<file path="src/design/timer_irq_pkg.sv">
// Constants, types and helper functions shared by the timer and interrupt unit.
//
// Function
// - Six requests, individual and global mask.
// - Request N vector at bytes 2N, 2N+1.
// - Sources: three port lines, two counters, software.
// - Counter end of count raises its request.
// - Software request set only by register write.
// - Request bits 7:6 choose input edges.
// - Comparator outputs drive line requests in analog.
// - Programmable priority encoder picks pending request.
// - Grant disables interrupts, saves context, branches.
// - Pending flags readable while masked.
// - Two 8-bit counters with 6-bit prescalers.
// - Prescale 1..64, count from 1..256.
// - Start, stop, resume, restart from initial.
// - Single-pass halts; continuous mode reloads.
// - Counter reads harmless; prescalers unreadable.
// - Second counter clock internal/4 or external.
// - External input: clock, triggers, or gate.
// - Timer output shows counter or clock.
// - Counters can cascade first into second.
// - Line three source follows analog/digital mode.
package timer_irq_pkg;

  // Register addresses on the core's register port.
  localparam logic [7:0] ADDR_IRQ = 8'hfa;
  localparam logic [7:0] ADDR_MASK = 8'he0;
  localparam logic [7:0] ADDR_PRIO = 8'he1;
  localparam logic [7:0] ADDR_TMODE = 8'he2;
  localparam logic [7:0] ADDR_CNT0 = 8'he3;
  localparam logic [7:0] ADDR_PRE0 = 8'he4;
  localparam logic [7:0] ADDR_CNT1 = 8'he5;
  localparam logic [7:0] ADDR_PRE1 = 8'he6;
  localparam logic [7:0] ADDR_CFG = 8'he7;

  // Values after reset.
  localparam logic [7:0] IRQ_RST = 8'h00;
  localparam logic [7:0] MASK_RST = 8'h00;
  localparam logic [2:0] PRIO_RST = 3'h0;
  localparam logic [7:0] TMODE_RST = 8'h00;
  localparam logic [7:0] INIT_RST = 8'h00;
  localparam logic [7:0] PRE_RST = 8'h00;
  localparam logic [1:0] CFG_RST = 2'h0;

  // Field positions.
  localparam int IRQ_EDGE_LO = 6;
  localparam int IRQ_EDGE_HI = 7;
  localparam int MASK_GLOBAL = 7;
  localparam int TM_LOAD0 = 0;
  localparam int TM_RUN0 = 1;
  localparam int TM_LOAD1 = 2;
  localparam int TM_RUN1 = 3;
  localparam int TM_EXT_LO = 4;
  localparam int TM_OUT_LO = 6;
  localparam int PRE_CONT = 0;
  localparam int PRE_INT_SEL = 1;
  localparam int PRE_DIV_LO = 2;
  localparam int CFG_ANALOG = 0;
  localparam int CFG_CASCADE = 1;

  // Request numbers, which are also vector slots.
  localparam int REQ_LINE2 = 0;
  localparam int REQ_LINE3 = 1;
  localparam int REQ_LINE1 = 2;
  localparam int REQ_SOFTWARE = 3;
  localparam int REQ_FIRST_CNT = 4;
  localparam int REQ_SECOND_CNT = 5;
  localparam int NUM_REQ = 6;

  // External timer input modes.
  typedef enum logic [1:0] {
    EXT_CLOCK = 2'h0,
    EXT_GATE = 2'h1,
    EXT_TRIG_ONCE = 2'h2,
    EXT_TRIG_RETRIG = 2'h3
  } ext_mode_t;

  // Timer output selection.
  typedef enum logic [1:0] {
    OUT_OFF = 2'h0,
    OUT_FIRST = 2'h1,
    OUT_SECOND = 2'h2,
    OUT_CLOCK = 2'h3
  } out_sel_t;

  // Vector fetch sequence.
  typedef enum logic [3:0] {
    ST_IDLE = 4'b0001,
    ST_HI = 4'b0010,
    ST_LO = 4'b0100,
    ST_DONE = 4'b1000
  } vec_state_t;

  // Sampled pins.
  typedef struct packed {
    logic stop_src;
    logic cmp2;
    logic cmp1;
    logic ref_line;
    logic line2;
    logic line1;
  } pins_t;

  // Branch handed to the core after a grant.
  typedef struct packed {
    logic valid;
    logic [2:0] id;
    logic [15:0] addr;
  } branch_t;

  // One step of a counter with its prescaler.
  typedef struct packed {
    logic [7:0] cnt;
    logic [5:0] pre;
    logic eoc;
  } tstep_t;

  // Advances a prescaler and counter; a loaded zero stands for 64 or 256.
  function automatic tstep_t timer_step(input logic [7:0] cnt, input logic [7:0] init,
                                        input logic [5:0] pre, input logic [5:0] div,
                                        input logic tick, input logic run, input logic load,
                                        input logic cont);
    tstep_t r;
    r.cnt = cnt;
    r.pre = pre;
    r.eoc = 1'b0;
    if (load) begin
      r.cnt = init;
      r.pre = div;
    end else if (run && tick) begin
      if (pre == 6'h01) begin
        r.pre = div;
        if (cnt == 8'h01) begin
          r.eoc = 1'b1;
          r.cnt = cont ? init : 8'h00;
        end else begin
          r.cnt = cnt - 8'h01;
        end
      end else begin
        r.pre = pre - 6'h01;
      end
    end
    return r;
  endfunction : timer_step

  // Picks the first active request walking upward from the top-priority slot.
  function automatic logic [3:0] pick_req(input logic [5:0] act, input logic [2:0] first);
    logic [3:0] r;
    logic [2:0] idx;
    r = 4'h0;
    idx = 3'h0;
    for (int k = NUM_REQ - 1; k >= 0; k--) begin
      idx = 3'((int'(first) + k) % NUM_REQ);
      if (act[idx]) begin
        r = {1'b1, idx};
      end
    end
    return r;
  endfunction : pick_req

endpackage : timer_irq_pkg

</file>
<file path="src/design/timer_irq_unit.sv">
// Interrupt request, priority and vector logic with two prescaled down-counters.
`timescale 1ns/1ps
module timer_irq_unit
  import timer_irq_pkg::*;
(
  // Clock and reset.
  input wire logic i_clk,
  input wire logic i_srst,
  // Core register port.
  input wire logic [7:0] i_reg_addr,
  input wire logic i_reg_wr,
  input wire logic i_reg_rd,
  input wire logic [7:0] i_reg_wdata,
  output logic [7:0] o_reg_rdata,
  // Pins and comparator outputs.
  input wire pins_t i_pins,
  output logic o_timer_output_line,
  output logic o_line3_port_bit,
  // Core interrupt handshake and vector fetch.
  output logic o_int_req,
  input wire logic i_int_ack,
  output logic o_save_context,
  output logic o_pm_rd,
  output logic [3:0] o_pm_addr,
  input wire logic [7:0] i_pm_data,
  output branch_t o_branch
);

  // Pin synchroniser and filtered levels.
  logic [5:0] sync1_reg, sync2_reg, sync3_reg, lvl_reg, lvl_d_reg;
  logic [5:0] lvl_next, rise, fall;

  // Request block state.
  logic [7:0] irq_reg, irq_next, mask_reg, mask_next;
  logic [2:0] prio_reg, prio_next;
  logic [1:0] cfg_reg, cfg_next;
  logic [5:0] hw_set, active;
  logic [3:0] grant;
  logic take;

  // Counter block state.
  logic [7:0] tmode_reg, tmode_next, init0_reg, init0_next, init1_reg, init1_next;
  logic [7:0] pre0_cfg_reg, pre0_cfg_next, pre1_cfg_reg, pre1_cfg_next;
  logic [7:0] cnt0_reg, cnt1_reg;
  logic [5:0] pre0_reg, pre1_reg;
  logic [1:0] div4_reg, div4_next;
  logic tout0_reg, tout0_next, tout1_reg, tout1_next, tout_reg, tout_next;
  tstep_t step0, step1;
  logic tick4, tick1, trig1, load0, load1;
  ext_mode_t ext_mode;

  // Vector sequence state.
  vec_state_t state_reg, state_next;
  logic [2:0] id_reg, id_next;
  logic [7:0] hi_reg, hi_next;
  branch_t branch_reg, branch_next;
  logic [7:0] rdata_next;

  // Register write decode.
  logic wr_irq, wr_mask, wr_tmode;
  assign wr_irq = i_reg_wr && (i_reg_addr == ADDR_IRQ);
  assign wr_mask = i_reg_wr && (i_reg_addr == ADDR_MASK);
  assign wr_tmode = i_reg_wr && (i_reg_addr == ADDR_TMODE);

  // A pin level changes only once the second and third stages agree.
  always_comb begin
    for (int b = 0; b < NUM_REQ; b++) begin
      lvl_next[b] = (sync2_reg[b] == sync3_reg[b]) ? sync2_reg[b] : lvl_reg[b];
    end
    rise = lvl_reg & ~lvl_d_reg;
    fall = ~lvl_reg & lvl_d_reg;
  end

  // Synchroniser registers.
  always_ff @(posedge i_clk) begin
    if (i_srst) begin
      sync1_reg <= '0;
      sync2_reg <= '0;
      sync3_reg <= '0;
      lvl_reg <= '0;
      lvl_d_reg <= '0;
    end else begin
      sync1_reg <= i_pins;
      sync2_reg <= sync1_reg;
      sync3_reg <= sync2_reg;
      lvl_reg <= lvl_next;
      lvl_d_reg <= lvl_reg;
    end
  end

  // Hardware request sources and the edge each one listens to.
  always_comb begin
    logic an;
    logic [1:0] es;
    logic r1, f1, r2, f2;
    an = cfg_reg[CFG_ANALOG];
    es = irq_reg[IRQ_EDGE_HI:IRQ_EDGE_LO];
    r1 = an ? rise[3] : rise[0];
    f1 = an ? fall[3] : fall[0];
    r2 = an ? rise[4] : rise[1];
    f2 = an ? fall[4] : fall[1];
    hw_set = '0;
    hw_set[REQ_LINE1] = (es[1] && r1) || ((es == 2'h3 || !es[1]) && f1);
    hw_set[REQ_LINE2] = ((es[0]) && r2) || ((es == 2'h3 || !es[0]) && f2);
    hw_set[REQ_LINE3] = an ? fall[5] : fall[2];
    hw_set[REQ_FIRST_CNT] = step0.eoc;
    hw_set[REQ_SECOND_CNT] = step1.eoc;
  end

  // The line-3 port bit follows the same source as its request.
  assign o_line3_port_bit = cfg_reg[CFG_ANALOG] ? lvl_reg[5] : lvl_reg[2];

  // Priority resolution and the request to the core.
  assign active = irq_reg[5:0] & mask_reg[5:0];
  assign grant = pick_req(active, prio_reg);
  assign o_int_req = (state_reg == ST_IDLE) && mask_reg[MASK_GLOBAL] && grant[3];
  assign take = o_int_req && i_int_ack;

  // Request, mask, priority and configuration registers.
  always_comb begin
    irq_next = wr_irq ? i_reg_wdata : irq_reg;
    if (take) begin
      irq_next[grant[2:0]] = 1'b0;
    end
    irq_next[5:0] = irq_next[5:0] | hw_set; // Hardware set beats any clear.
    mask_next = wr_mask ? i_reg_wdata : mask_reg;
    if (take) begin
      mask_next[MASK_GLOBAL] = 1'b0;
    end
    prio_next = (i_reg_wr && i_reg_addr == ADDR_PRIO) ? i_reg_wdata[2:0] : prio_reg;
    cfg_next = (i_reg_wr && i_reg_addr == ADDR_CFG) ? i_reg_wdata[1:0] : cfg_reg;
  end

  always_ff @(posedge i_clk) begin
    if (i_srst) begin
      irq_reg <= IRQ_RST;
      mask_reg <= MASK_RST;
      prio_reg <= PRIO_RST;
      cfg_reg <= CFG_RST;
    end else begin
      irq_reg <= irq_next;
      mask_reg <= mask_next;
      prio_reg <= prio_next;
      cfg_reg <= cfg_next;
    end
  end

  // Counter sources, triggers and steps.
  assign ext_mode = ext_mode_t'(tmode_reg[TM_EXT_LO +: 2]);
  assign tick4 = (div4_reg == 2'h3);
  assign load0 = wr_tmode && i_reg_wdata[TM_LOAD0];
  always_comb begin
    logic ext;
    ext = !pre1_cfg_reg[PRE_INT_SEL] && !cfg_reg[CFG_CASCADE];
    // The first counter steps before the second, whose cascade tick reads its end of count.
    step0 = timer_step(cnt0_reg, init0_reg, pre0_reg, pre0_cfg_reg[7:PRE_DIV_LO], tick4,
                       tmode_reg[TM_RUN0], load0, pre0_cfg_reg[PRE_CONT]);
    if (cfg_reg[CFG_CASCADE]) begin
      tick1 = step0.eoc;
    end else if (!ext) begin
      tick1 = tick4;
    end else begin
      case (ext_mode)
        EXT_CLOCK: tick1 = rise[0];
        EXT_GATE: tick1 = tick4 && lvl_reg[0];
        default: tick1 = tick4;
        // Trigger modes count the divided clock once running.
      endcase
    end
    trig1 = ext && rise[0] && ((ext_mode == EXT_TRIG_RETRIG) ||
            (ext_mode == EXT_TRIG_ONCE && !tmode_reg[TM_RUN1]));
    load1 = (wr_tmode && i_reg_wdata[TM_LOAD1]) || trig1;
    step1 = timer_step(cnt1_reg, init1_reg, pre1_reg, pre1_cfg_reg[7:PRE_DIV_LO], tick1,
                       tmode_reg[TM_RUN1], load1, pre1_cfg_reg[PRE_CONT]);
  end

  // Counter control, configuration and output line.
  always_comb begin
    tmode_next = wr_tmode ? i_reg_wdata : tmode_reg;
    tmode_next[TM_LOAD0] = 1'b0;
    tmode_next[TM_LOAD1] = 1'b0;
    if (trig1) begin
      tmode_next[TM_RUN1] = 1'b1;
    end
    if (step0.eoc && !pre0_cfg_reg[PRE_CONT]) begin
      tmode_next[TM_RUN0] = 1'b0;
    end
    if (step1.eoc && !pre1_cfg_reg[PRE_CONT]) begin
      tmode_next[TM_RUN1] = 1'b0;
    end
    init0_next = (i_reg_wr && i_reg_addr == ADDR_CNT0) ? i_reg_wdata : init0_reg;
    init1_next = (i_reg_wr && i_reg_addr == ADDR_CNT1) ? i_reg_wdata : init1_reg;
    pre0_cfg_next = (i_reg_wr && i_reg_addr == ADDR_PRE0) ? i_reg_wdata : pre0_cfg_reg;
    pre1_cfg_next = (i_reg_wr && i_reg_addr == ADDR_PRE1) ? i_reg_wdata : pre1_cfg_reg;
    div4_next = div4_reg + 2'h1;
    tout0_next = tout0_reg ^ step0.eoc;
    tout1_next = tout1_reg ^ step1.eoc;
    case (out_sel_t'(tmode_reg[TM_OUT_LO +: 2]))
      OUT_FIRST: tout_next = tout0_reg;
      OUT_SECOND: tout_next = tout1_reg;
      OUT_CLOCK: tout_next = div4_reg[1];
      default: tout_next = 1'b0;
    endcase
  end

  always_ff @(posedge i_clk) begin
    if (i_srst) begin
      tmode_reg <= TMODE_RST;
      init0_reg <= INIT_RST;
      init1_reg <= INIT_RST;
      pre0_cfg_reg <= PRE_RST;
      pre1_cfg_reg <= PRE_RST;
      cnt0_reg <= INIT_RST;
      cnt1_reg <= INIT_RST;
      pre0_reg <= '0;
      pre1_reg <= '0;
      div4_reg <= '0;
      tout0_reg <= 1'b0;
      tout1_reg <= 1'b0;
      tout_reg <= 1'b0;
    end else begin
      tmode_reg <= tmode_next;
      init0_reg <= init0_next;
      init1_reg <= init1_next;
      pre0_cfg_reg <= pre0_cfg_next;
      pre1_cfg_reg <= pre1_cfg_next;
      cnt0_reg <= step0.cnt;
      cnt1_reg <= step1.cnt;
      pre0_reg <= step0.pre;
      pre1_reg <= step1.pre;
      div4_reg <= div4_next;
      tout0_reg <= tout0_next;
      tout1_reg <= tout1_next;
      tout_reg <= tout_next;
    end
  end

  assign o_timer_output_line = tout_reg;

  // Grant sequence: save context, fetch both vector bytes, then branch.
  always_comb begin
    state_next = state_reg;
    id_next = id_reg;
    hi_next = hi_reg;
    branch_next = '0;
    o_save_context = 1'b0;
    o_pm_rd = 1'b0;
    o_pm_addr = {id_reg, 1'b0};
    case (state_reg)
      ST_IDLE: begin
        if (take) begin
          id_next = grant[2:0];
          state_next = ST_HI;
        end
      end
      ST_HI: begin
        o_save_context = 1'b1;
        o_pm_rd = 1'b1;
        state_next = ST_LO;
      end
      ST_LO: begin
        hi_next = i_pm_data;
        o_pm_rd = 1'b1;
        o_pm_addr = {id_reg, 1'b1};
        state_next = ST_DONE;
      end
      ST_DONE: begin
        branch_next.valid = 1'b1;
        branch_next.id = id_reg;
        branch_next.addr = {hi_reg, i_pm_data};
        state_next = ST_IDLE;
      end
      default: state_next = ST_IDLE;
    endcase
  end

  always_ff @(posedge i_clk) begin
    if (i_srst) begin
      state_reg <= ST_IDLE;
      id_reg <= '0;
      hi_reg <= '0;
      branch_reg <= '0;
    end else begin
      state_reg <= state_next;
      id_reg <= id_next;
      hi_reg <= hi_next;
      branch_reg <= branch_next;
    end
  end

  assign o_branch = branch_reg;

  // Register reads have no side effects; prescaler counts never show.
  always_comb begin
    case (i_reg_addr)
      ADDR_IRQ: rdata_next = irq_reg;
      ADDR_MASK: rdata_next = mask_reg;
      ADDR_PRIO: rdata_next = {5'h00, prio_reg};
      ADDR_TMODE: rdata_next = tmode_reg;
      ADDR_CNT0: rdata_next = cnt0_reg;
      ADDR_CNT1: rdata_next = cnt1_reg;
      ADDR_CFG: rdata_next = {6'h00, cfg_reg};
      default: rdata_next = 8'h00;
    endcase
  end

  always_ff @(posedge i_clk) begin
    if (i_srst) begin
      o_reg_rdata <= 8'h00;
    end else if (i_reg_rd) begin
      o_reg_rdata <= rdata_next;
    end
  end

endmodule : timer_irq_unit

</file>
<file path="config.mk">
export PLATFORM = sky130hd
export DESIGN_NAME = timer_irq_unit
export DESIGN_NICKNAME = d
export VERILOG_FILES = /design/src/design/timer_irq_pkg.sv /design/src/design/timer_irq_unit.sv
export SDC_FILE = /design/constraint.sdc
export NUM_CORES = 1
export LEC_CHECK = 0
export ABC_AREA = 1
export BUFFER_PORTS_ARGS = -buffer_cell sky130_fd_sc_hd__clkbuf_2
export CORE_UTILIZATION = 40
export CTS_CLUSTER_SIZE = 30
export DETAILED_ROUTE_END_ITERATION = 12
export SLEW_MARGIN = 20
export SYNTH_ARGS = -nofsm -noshare
export SYNTH_HDL_FRONTEND = slang
export SYNTH_SLANG_ARGS = --single-unit
</file>
<file path="constraint.sdc">
create_clock -name i_clk -period 8.2 [get_ports i_clk]
set_clock_uncertainty 0.1 [all_clocks]
set_input_delay 0.82 -clock i_clk [delete_from_list [all_inputs] [get_ports i_clk]]
set_output_delay 0.82 -clock i_clk [all_outputs]
set_load 0.02 [all_outputs]
</file>
# == Word level (Yosys, flattened, before mapping) ==
# Index checks and enable logic that the tools add are counted.
# word_totals
register_bits,167
latchBits,0
ram_bits,0
rom_bits,0
in_bits,35
output_inout_bits,37
mem_count,0
# op_classes
n_addsub,10
n_mul,0
div,6
n_lt_le_gt_ge,8
n_eq_ne,32
shift,0
n_mux,59
bitwise_logic,11
n_reduce_logical,55
# op_table
operator,n
32-bit by 4-bit remainder unit with 32-bit output (second input constant),5
8-bit == test (second input constant),9
8-bit two-way mux,9
8-bit case mux with 7 select lines,1
4-bit by 4-bit remainder unit with 32-bit output (second input constant),1
15-bit two-way mux,2
1-bit logical AND,28
3-bit by 4-bit less-than comparator with 1-bit output (second input constant),7
14-bit two-way mux,2
4-bit two-way mux,7
1-bit two-way mux,25
20-bit two-way mux,1
1-bit binary-select mux with 3-bit select,6
8-bit by 1-bit == test with 1-bit output (second input constant),2
8-bit by 1-bit subtractor with 8-bit output (second input constant),2
6-bit AND,2
2-bit == test (second input constant),6
6-bit by 1-bit == test with 1-bit output (second input constant),2
6-bit two-way mux,2
4-bit case mux with 3 select lines,1
6-bit by 1-bit subtractor with 6-bit output (second input constant),2
2-bit nonzero test,5
2-bit OR reduction,5
3-bit by 2-bit adder with 4-bit output (second input constant),2
26 further kinds,47

# == Logic depth before layout (Yosys ltp) ==
# Gate-level depths: netlist of run 1.
# logic_depth
word_depth,18
ltp_mapped,27
depth_no_buf,26

# == Worst setup path after synthesis of run 1 ==
# OpenSTA, ideal clock, no wires.
# synth_timing
path_kind,register to output
from,register prio_reg[1]
to,output port o_int_req
t_arrival_ps,2476
required_time_ps,7280
slack_ps,4804
stages_incl_launch_ff,19
n_path_buf,0
path_cell_list,dfxtp_1 > inv_1 > ha_1 > a21oi_2 > inv_1 > ha_1 > nor2_1 > nand3_1 > nand2_2 > nand2_2 > nand2_2 > nand2_2 > nand2_1 > nand3_1 > nand2_1 > inv_2 > nand3_2 > nand2_1 > nor2_1
# synth_between
elab_chain_len,11
elab_cells_between_ends,30
cone_classes,add/sub (5); div (6); mux (18); reduce/logical (1)
# synth_lines
item,line,source
"start, declared",timer_irq_unit.sv:35,"logic [2:0] prio_reg, prio_next;"
"start signal, assigned",timer_irq_unit.sv:143,prio_reg <= prio_next;
3-bit by 3-bit adder with 4-bit output,timer_irq_pkg.sv:154,idx = 3'((int'(first) + k) % NUM_REQ);
32-bit by 4-bit remainder unit with 32-bit output,timer_irq_pkg.sv:154,
1-bit binary-select mux with 3-bit select,timer_irq_pkg.sv:155,if (act[idx]) begin
1-bit two-way mux (implied by the code),timer_irq_pkg.sv:155,
4-bit two-way mux (5 in a row),timer_irq_pkg.sv:155,
4-bit two-way mux (*),timer_irq_pkg.sv:155,
1-bit logical AND (*),timer_irq_unit.sv:116,assign o_int_req = (state_reg == ST_IDLE) && mask_reg[MASK_GLOBAL] && grant[3];
"end, declared",timer_irq_unit.sv:20,"output logic o_int_req,"
# Mark *: on every way between the ends. The rest lies on a longest branch, timed or not. The select of a mux whose other input is x is not followed.

# == Worst setup path in the final report of run 1 ==
# layout_timing
from,register prio_reg[0]
to,output port o_int_req
# The elaborated chain is that of the path after synthesis.

==> flow_summary_export.csv, run 1 <==
group,metric,value,unit
run_status,outcome,"complete, no violations",
critical_path,path_cells,"inv_2 > ha_1 > inv_1 > nand2_1 > nand2_2 > ha_1 > nor2_1 > nand3_1 > nand2_2 > nand3_1 > nand2_2 > nand2_1 > nand3_1 > nand2_1 > inv_2 > nand3_2 > nand2_1 > nor2_1 > clkbuf_2",
layout,drive_gt1_frac,0.141,
timing,post-route-period-util,0.524,
place,port_buffers,71,
critical_path,worstPathMaxFanout,15,
cts,worstSkewPairLatency,0.43,ns
detailed_routing,route.met3.wl,1150,um
job,max_cap_violations,0,
timing,rsz0062_at_grt,"false",
timing,hold_ws,0.301,ns
cts,cts_tree,"done",
yosys,synth_area_per_cell,7.27,sq um
cts,holdBufCountCts,0,
layout,area_growth,14.9,%
global_routing,grt_pass1_wl,33900,um
yosys,synthArstFlopShare,0,
cts,postCtsResizedCells,0,
layout,largest_register_ffs,20,
detailed_routing,via_count,7186,
yosys,synth_area,0.00790,sq mm
timing,tightest_slew,1.05,ns
timing,final_max_slew_viol_count,0,
yosys,syn_inst,1086,
critical_path,path_delay_family,"simple AND/OR/NAND/NOR gates",
critical_path,path_class,"reg -> out",
global_routing,grtUsageTotal,0.216,
critical_path,max_stage_delay,0.71,ns
detailed_routing,dr.pass1.iters,5,
place,hpwl,15200,um
cts,numCtsBuffers,17,
floorplan,die-height,143,um
detailed_routing,drt_iter0_drc,427,
timing,hold_viol_final,0,
floorplan,boundaryPins,72,
layout,nNetsFinal,1206,
layout,mostFrequentLayoutCells,"inv_1, dfxtp_1, nand2_1",
global_routing,grt_max_degree,76,
power_and_ir_drop,fin_total_pwr,1.65,mW
yosys,yosysTopAreaCellShare,0.416,
power_and_ir_drop,ir_drop,148,uV
cts,htreeDepth,4,
place,gp_congestion,0.918,
layout,mostFrequentLayoutCell,"inv_1",
power_and_ir_drop,p_comb_frac,0.034,
timing,maxSlewHeadroom,0.293,
yosys,yosysWarnings,0,
critical_path,worstPathArrival,3.38,ns
detailed_routing,post-route-drc-count,0,
floorplan,die_area,0.0203,sq mm
cts,cts-root-buf,"clkbuf_16",
timing,setup_viol,0,
critical_path,worst-path-buf-inv,4,
floorplan,num_rows,51,
floorplan,core-area,0.0194,sq mm
yosys,ys_seq_area_frac,0.416,
yosys,synth.net_count,1140,
power_and_ir_drop,pwr-share-clk,0.480,
timing,max_freq,0.233,GHz
detailed_routing,wl_met2,9660,um
power_and_ir_drop,swShare,0.245,
critical_path,cp.required,7.28,ns
yosys,yosys-top-cells-area,"dfxtp_1, inv_1, nand2_1, nor2_1, a21oi_1",
critical_path,crit_slowest_cell,"dfxtp_1",
critical_path,worstSetupEndpointType,"output pin",
power_and_ir_drop,p_seq_frac,0.486,
cts,clk_path_buf_depth,2,
detailed_routing,post_drt_wl_per_cell,14.7,um
cts,cts_sinks,164,
power_and_ir_drop,p_switching,0.405,mW
layout,antenna_cells,0,
detailed_routing,via_per_inst,5.03,
power_and_ir_drop,p_int,1.25,mW
floorplan,initial_core_util,0.407,
cts,clk_pin_slew_worst_paths,0.07,ns
floorplan,die_width,143,um
layout,post-route-util,0.468,
detailed_routing,wl,21100,um
timing,tns,0,ns
power_and_ir_drop,p_leak,3.98,nW
timing,layout_min_cycle_time,4.30,ns
yosys,synthFlopType,"dfxtp_1",
yosys,synth_edf_count,0,
yosys,synth_cell_type_count,54,
hold_path,hp-class,"reg -> reg",
detailed_routing,highest-signal-layer,"met4",
yosys,synth_seq_cells,164,
global_routing,grt_pass1_vias,6494,
critical_path,worstSetupStartpointType,"flip-flop",
global_routing,antenna_found_initial,0,
yosys,yosys.area.top_type,"dfxtp_1",
global_routing,gr-total-overflow,0,
power_and_ir_drop,p_per_area,182,mW/mm^2
detailed_routing,met1_length,9890,um
critical_path,cpMostUsedCell,"nand2_1",
cts,cts_setup_buffers,0,
detailed_routing,antenna_left,0,
metal layers:
layer,global-route usage,vias up
met1,0.295,3317
li1,-,3681
met5,0,-
met4,0.0719,0
met3,0.0293,25
met2,0.348,163
stage by stage:
step | worst slack (ns) | instances | instance area (sq um)
2_1_floorplan | 4.80 | 1086 | 7900
3_3_place_gp | 4.45 | 1398 | 8490
3_5_place_dp | 4.34 | 1398 | 8490
4_1_cts | 3.88 | 1430 | 9070
5_1_grt | 3.56 | 1430 | 9070
6_report | 3.90 | 1430 | 9070
synth_stat cells, types with 11 or more instances:
library cell and number:
inv_1 175, dfxtp_1 164, nand2_1 163, nor2_1 127
a21oi_1 87, o21ai_0 86, nand3_1 43, clkbuf_1 21
ha_1 19, o22ai_1 18, nor3_1 17, nand4_1 13
a31oi_1 12, xor2_1 12, a211oi_1 11
cell families (layout without fill, tap and decap cells):
group | count (synthesis) | after routing | synth area share
mux | 1 | 1 | 0.00127
simple gates | 400 | 400 | 0.229
flops | 164 | 164 | 0.416
fa+ha+maj | 19 | 19 | 0.0301
buf+inv | 218 | 297 | 0.108
xor+xnor | 18 | 18 | 0.0200
compound gates | 266 | 266 | 0.197
worst min-delay path: cells and delay by family, from the launching register on:
| kind | cells | cell delay (ns) |
|---|---|---|
| DFF | 1 | 0.30 |
| buffers and inverters | 1 | 0.04 |
| and+or+nand+nor | 1 | 0.03 |
final cells by class:
class | count | area, sq um
inverter | 188 | 712
sequential | 164 | 3280
tap | 265 | 332
multi-input combinational | 704 | 3770
timing repair buffer | 77 | 400
fill | 2039 | 10300
clock inverter | 15 | 155
clock buffer | 17 | 425
power groups by stage:
| stage | Sequential (mW) | Clock, mW | Combinational (mW) |
|---|---|---|---|
| after floorplan | 0.821 | 0 | 0.0305 |
| after global placement | 0.822 | 0 | 0.0555 |
| after detailed placement | 0.822 | 0 | 0.0558 |
| after CTS | 0.804 | 0.808 | 0.0559 |
| after global routing | 0.804 | 0.840 | 0.0615 |
| final | 0.804 | 0.793 | 0.0560 |
final timing paths:
path / from / to / slack (ns) / cells past startpoint
min: sync1_reg[5] / sync2_reg[5] / 0.30 / 2
min reg2reg: sync1_reg[5] / sync2_reg[5] / 0.30 / 2
max: prio_reg[0] / o_int_req / 3.90 / 19
max reg2reg: prio_reg[0] / irq_reg[2] / 4.73 / 24
Power figures use the tool's default switching activity.
==> inputs of run 2 (changes only) <==
clock period = 3.87 ns   (was 8.2 ns; I/O delays follow)
==> run 2 against run 1 <==
  * First-iteration DRC count shrank 3.0%
  * Cell count is essentially flat
  * Via count shrank 0.15%
==> flow_summary_export.csv, run 2 (same netlist as run 1, synthesis figures left out) <==
group,metric,value,unit
timing,hold_ws,0.0445,ns
global_routing,grt_pass1_wl,33700,um
detailed_routing,antenna_left,0,
cts,htreeDepth,4,
detailed_routing,wl,21200,um
job,max_cap_violations,0,
critical_path,worstSetupStartpointType,"flip-flop",
critical_path,worstPathMaxFanout,6,
critical_path,rrSetupSlack,0.76,ns
detailed_routing,dr.pass1.iters,5,
detailed_routing,post-route-drc-count,0,
timing,tns,0,ns
cts,clk_path_buf_depth,2,
layout,nNetsFinal,1207,
layout,regArea,0.00329,sq mm
hold_path,hold_start,"i_pins[3]",
critical_path,path_class,"reg -> out",
run_status,outcome,"complete, no violations",
place,pre_cts_ws,0.664,ns
floorplan,die_area,0.0203,sq mm
timing,rsz0062_at_grt,"false",
timing,maxSlewHeadroom,0.368,
layout,mostFrequentLayoutCell,"inv_1",
floorplan,die_width,143,um
critical_path,startpoint,"prio_reg[1]",
place,port_buffers,71,
power_and_ir_drop,p_per_area,384,mW/mm^2
global_routing,grtUsageTotal,0.215,
floorplan,num_rows,51,
power_and_ir_drop,p_leak,3.99,nW
floorplan,initial_core_util,0.407,
critical_path,worstSetupEndpointType,"output pin",
timing,layout_min_cycle_time,3.56,ns
cts,worstSkewPairLatency,0.42,ns
cts,cts_setup_buffers,0,
detailed_routing,via_count,7175,
critical_path,worstPathArrival,3.08,ns
layout,drive_gt1_frac,0.143,
layout,multi_input_area,0.00377,sq mm
layout,fin_area,0.00909,sq mm
place,gp_congestion,0.928,
critical_path,worst-r2r-cell-count,23,
layout,largest_register_ffs,20,
cts,holdBufCountCts,0,
place,hpwl,15600,um
global_routing,grt_max_degree,70,
detailed_routing,post_drt_wl_per_cell,14.8,um
hold_path,min_to,"sync1_reg[3]",
global_routing,antenna_found_initial,0,
critical_path,cp.required,3.38,ns
global_routing,grt_pass1_vias,6463,
timing,setup_viol,0,
layout,antenna_cells,0,
hold_path,hp-class,"in -> reg",
timing,post-route-period-util,0.921,
cts,numCtsBuffers,17,
power_and_ir_drop,ir_drop,321,uV
critical_path,timing.rr.end,"irq_reg[1]",
hold_path,holdPathStages,3,
global_routing,gr-total-overflow,0,
timing,tightest_slew,0.940,ns
layout,mostFrequentLayoutCells,"inv_1, nand2_1, dfxtp_1",
cts,cts-root-buf,"clkbuf_16",
layout,area_growth,15.1,%
layout,fillers,2015,
timing,final_max_slew_viol_count,0,
floorplan,die-height,143,um
cts,cts_tree,"done",
floorplan,core-area,0.0194,sq mm
detailed_routing,drt_iter0_drc,414,
floorplan,boundaryPins,72,
detailed_routing,via_per_inst,5.01,
critical_path,r2r_start,"prio_reg[1]",
timing,max_freq,0.281,GHz
timing,hold_viol_final,0,
timing,fin_ws,0.306,ns
cts,clk_pin_slew_worst_paths,0.07,ns
cts,cts_sinks,164,
place,placed_area,0.00851,sq mm
## run 2: cell count changes in the layout (fill, tap and decap cells not counted), sizes merged
cell    delta
inv        -4
buf        +1
clkinv     +2
clkbuf     +2
## run 2: cell type report
cell class	count	share of cell area
flip-flops and latches	164	0.361
multi-input cells	704	0.415
inverters	188	0.0783
repair buffers	78	0.0448
well taps	265	0.0365
clock inverters	13	0.0155
clock buffers	19	0.0487
## run 2: worst max-delay path by stage
stage	to	cells past startpoint
3_3_place_gp	o_int_req	18
5_1_grt	o_int_req	18
6_report	o_int_req	19
3_5_place_dp	o_int_req	19
2_1_floorplan	o_int_req	18
4_1_cts	o_int_req	19
## run 2: where the power goes
group,leakage [nW],internal [mW],switching [mW]
Combinational,2.38,0.0309,0.0881
Clock,0.285,0.928,0.744
Sequential,1.33,1.70,0.00504
Total,3.99,2.66,0.837
## run 2: layer usage
layer / track usage / wire (um)
met5: 0 / 0
met3: 0.0363 / 932
met4: 0.0702 / 361
met1: 0.290 / 10100
met2: 0.349 / 9830
## run 2: what timing repair did
action / in CTS / in global routing
setup endpoints to repair: 0 / 1
endpoints found under the hold margin: 0 / 0
resized for setup: 0 / 2
## run 2: worst max-delay path, cell delays in order (launching register included)
cell,delay [ns]
dfxtp_2,0.38
inv_1,0.12
ha_1,0.27
a21oi_2,0.22
inv_1,0.10
ha_1,0.29
nor2_1,0.10
nand3_1,0.08
nand2_2,0.09
nand2_2,0.07
nand2_2,0.07
nand2_2,0.07
nand2_1,0.06
nand3_1,0.10
nand2_1,0.15
inv_2,0.07
nand3_2,0.12
nand2_1,0.06
nor2_1,0.08
clkbuf_2,0.18
## run 2: through the flow
step / power [mW] / utilization / std cells
final: 3.49 / 0.469 / 1431
after global routing: 3.61 / 0.469 / 1431
after CTS: 3.52 / 0.469 / 1431
after detailed placement: 1.86 / 0.439 / 1399
after global placement: 1.86 / 0.438 / 1399
after floorplan: 1.81 / - / 1086
==> inputs of run 3 (changes only) <==
HOLD_SLACK_MARGIN = 0.08   (was default)
RECOVER_POWER = 100   (was default)
TNS_END_PERCENT = 20   (was default)
==> run 3 against run 2 <==
  * Largest cell class unchanged
  * The run now ends with max-capacitance violations, max-slew violations left
  * Register-to-register slack got worse by 0.31 ns
  * Non-clock buffer count rose by 9
  * Worst setup slack improved by 0.034 ns
  * Power rose by 0.15%
==> flow_summary_export.csv, run 3 (same netlist as run 1, synthesis figures left out) <==
group,metric,value,unit
power_and_ir_drop,ir_drop,323,uV
layout,drive_gt1_frac,0.0979,
critical_path,timing.rr.end,"irq_reg[4]",
place,port_buffers,71,
global_routing,grt_max_degree,70,
cts,cts_sinks,164,
layout,regArea,0.00329,sq mm
global_routing,gr-total-overflow,0,
place,hpwl,15600,um
detailed_routing,wl,21200,um
layout,antenna_cells,0,
timing,rsz0062_at_grt,"false",
critical_path,endpoint,"o_int_req",
layout,fin_area,0.00905,sq mm
cts,cts_tree,"done",
power_and_ir_drop,p_per_area,387,mW/mm^2
global_routing,grtUsageTotal,0.216,
cts,numCtsBuffers,17,
timing,hold_ws,0.0942,ns
detailed_routing,post_drt_wl_per_cell,14.8,um
floorplan,initial_core_util,0.407,
global_routing,grt_pass1_vias,6483,
timing,post-route-period-util,0.912,
power_and_ir_drop,p_comb_frac,0.035,
floorplan,die-height,143,um
cts,worstSkewPairLatency,0.42,ns
critical_path,worstSetupStartpointType,"flip-flop",
timing,max_freq,0.283,GHz
run_status,outcome,"finished, violations left",
critical_path,worstSetupEndpointType,"output pin",
detailed_routing,antenna_left,0,
floorplan,num_rows,51,
timing,layout_min_cycle_time,3.53,ns
layout,area_growth,14.6,%
detailed_routing,via_per_inst,5.02,
power_and_ir_drop,p_seq_frac,0.487,
power_and_ir_drop,p_leak,3.86,nW
floorplan,die_area,0.0203,sq mm
power_and_ir_drop,p_switching,0.836,mW
timing,tightest_slew,3.31,ns
run_status,violations,"max-capacitance violations, max-slew violations",
place,dp_cells,1399,
job,max_cap_violations,2,
timing,final_max_slew_viol_count,128,
cts,clk_pin_slew_worst_paths,0.07,ns
critical_path,worstPathMaxFanout,6,
place,placed_area,0.00851,sq mm
layout,mostFrequentLayoutCell,"inv_1",
layout,mostFrequentLayoutCells,"inv_1, nand2_1, dfxtp_1",
layout,multi_input_area,0.00370,sq mm
cts,cts-root-buf,"clkbuf_16",
power_and_ir_drop,pwr-share-clk,0.478,
global_routing,grt_pass1_wl,33700,um
cts,clk_path_buf_depth,2,
hold_path,hp-class,"in -> reg",
timing,tns,0,ns
detailed_routing,drt_iter0_drc,379,
timing,hold_viol_final,0,
timing,maxSlewHeadroom,-1.20,
floorplan,core-area,0.0194,sq mm
critical_path,path_class,"reg -> out",
power_and_ir_drop,swShare,0.239,
layout,nNetsFinal,1216,
detailed_routing,via_count,7224,
detailed_routing,dr.pass1.iters,6,
critical_path,rrSetupSlack,0.45,ns
layout,largest_register_ffs,20,
floorplan,boundaryPins,72,
layout,fillers,2048,
timing,setup_viol,0,
critical_path,worstPathArrival,3.04,ns
critical_path,cp.required,3.38,ns
cts,htreeDepth,4,
floorplan,die_width,143,um
critical_path,startpoint,"prio_reg[1]",
critical_path,worst-r2r-cell-count,21,
cts,cts_setup_buffers,0,
power_and_ir_drop,p_int,2.66,mW
layout,finalNonFillerCells,1440,
critical_path,r2r_start,"prio_reg[1]",
detailed_routing,post-route-drc-count,0,
power_and_ir_drop,fin_total_pwr,3.50,mW
global_routing,antenna_found_initial,0,
place,gp_congestion,0.928,
-- run 3: cell count changes in the layout (fill, tap and decap cells not counted), moves of 4 or more --
cell / change
clkbuf_1: +40
clkbuf_2: -37
dlygate4sd3_1: +9
o21ai_0: +4
o21ai_1: -4
-- run 3: worst max-delay path, cell delays in order (launching register included) --
cell	delay [ns]
dfxtp_2	0.38
inv_1	0.12
ha_1	0.27
a21oi_2	0.22
inv_1	0.10
ha_1	0.29
nor2_1	0.10
nand3_1	0.08
nand2_2	0.09
nand2_2	0.07
nand2_2	0.07
nand2_2	0.07
nand2_1	0.06
nand3_1	0.10
nand2_1	0.15
inv_2	0.06
nand3_2	0.09
nand2_1	0.05
nor2_1	0.08
clkbuf_2	0.18
-- run 3: cell type report --
cell class              count  share of cell area
well taps                 265              0.0366
clock buffers              19              0.0489
flip-flops and latches    164               0.363
clock inverters            13              0.0156
inverters                 188              0.0786
repair buffers             87              0.0486
multi-input cells         704               0.409
-- run 3: worst min-delay path by stage --
stage            startpoint            to  slack (ns)  cells after the start
2_1_floorplan  sync1_reg[0]  sync2_reg[0]        0.29                      2
3_5_place_dp   sync1_reg[5]  sync2_reg[5]        0.29                      2
5_1_grt        i_pm_data[2]   o_branch[2]        0.09                      3
6_report       i_pm_data[5]   o_branch[5]        0.09                      3
4_1_cts        i_pm_data[5]   o_branch[5]        0.08                      3
3_3_place_gp   sync1_reg[5]  sync2_reg[5]        0.29                      2
-- run 3: power by group through the flow --
| stage | clock network, mW | registers (mW) | logic, mW |
|---|---|---|---|
| floorplan | 0 | 1.74 | 0.0646 |
| global placement | 0 | 1.74 | 0.119 |
| detailed placement | 0 | 1.74 | 0.119 |
| CTS | 1.70 | 1.70 | 0.127 |
| global route | 1.78 | 1.70 | 0.136 |
| finish | 1.67 | 1.70 | 0.123 |
-- run 3: what timing repair did --
action                     in CTS  in global routing
hold endpoints to repair        9                  0
setup endpoints to repair       0                  1
resized for setup               0                  2
hold buffers                    9                  0
-- run 3: through the flow --
stage                      util  worst slack (ns)
after CTS                 0.473             0.192
after global routing      0.467            0.0203
after detailed placement  0.439             0.664
after global placement    0.438             0.722
after floorplan               -             0.907
final                     0.467             0.341
-- run 3: routing by layer --
metal | up-vias | GRT usage | wire length (um)
met2 | 165 | 0.349 | 9780
met1 | 3313 | 0.290 | 10000
met3 | 24 | 0.0363 | 1040
met5 | - | 0 | 0
li1 | 3722 | - | -
met4 | 0 | 0.0702 | 399
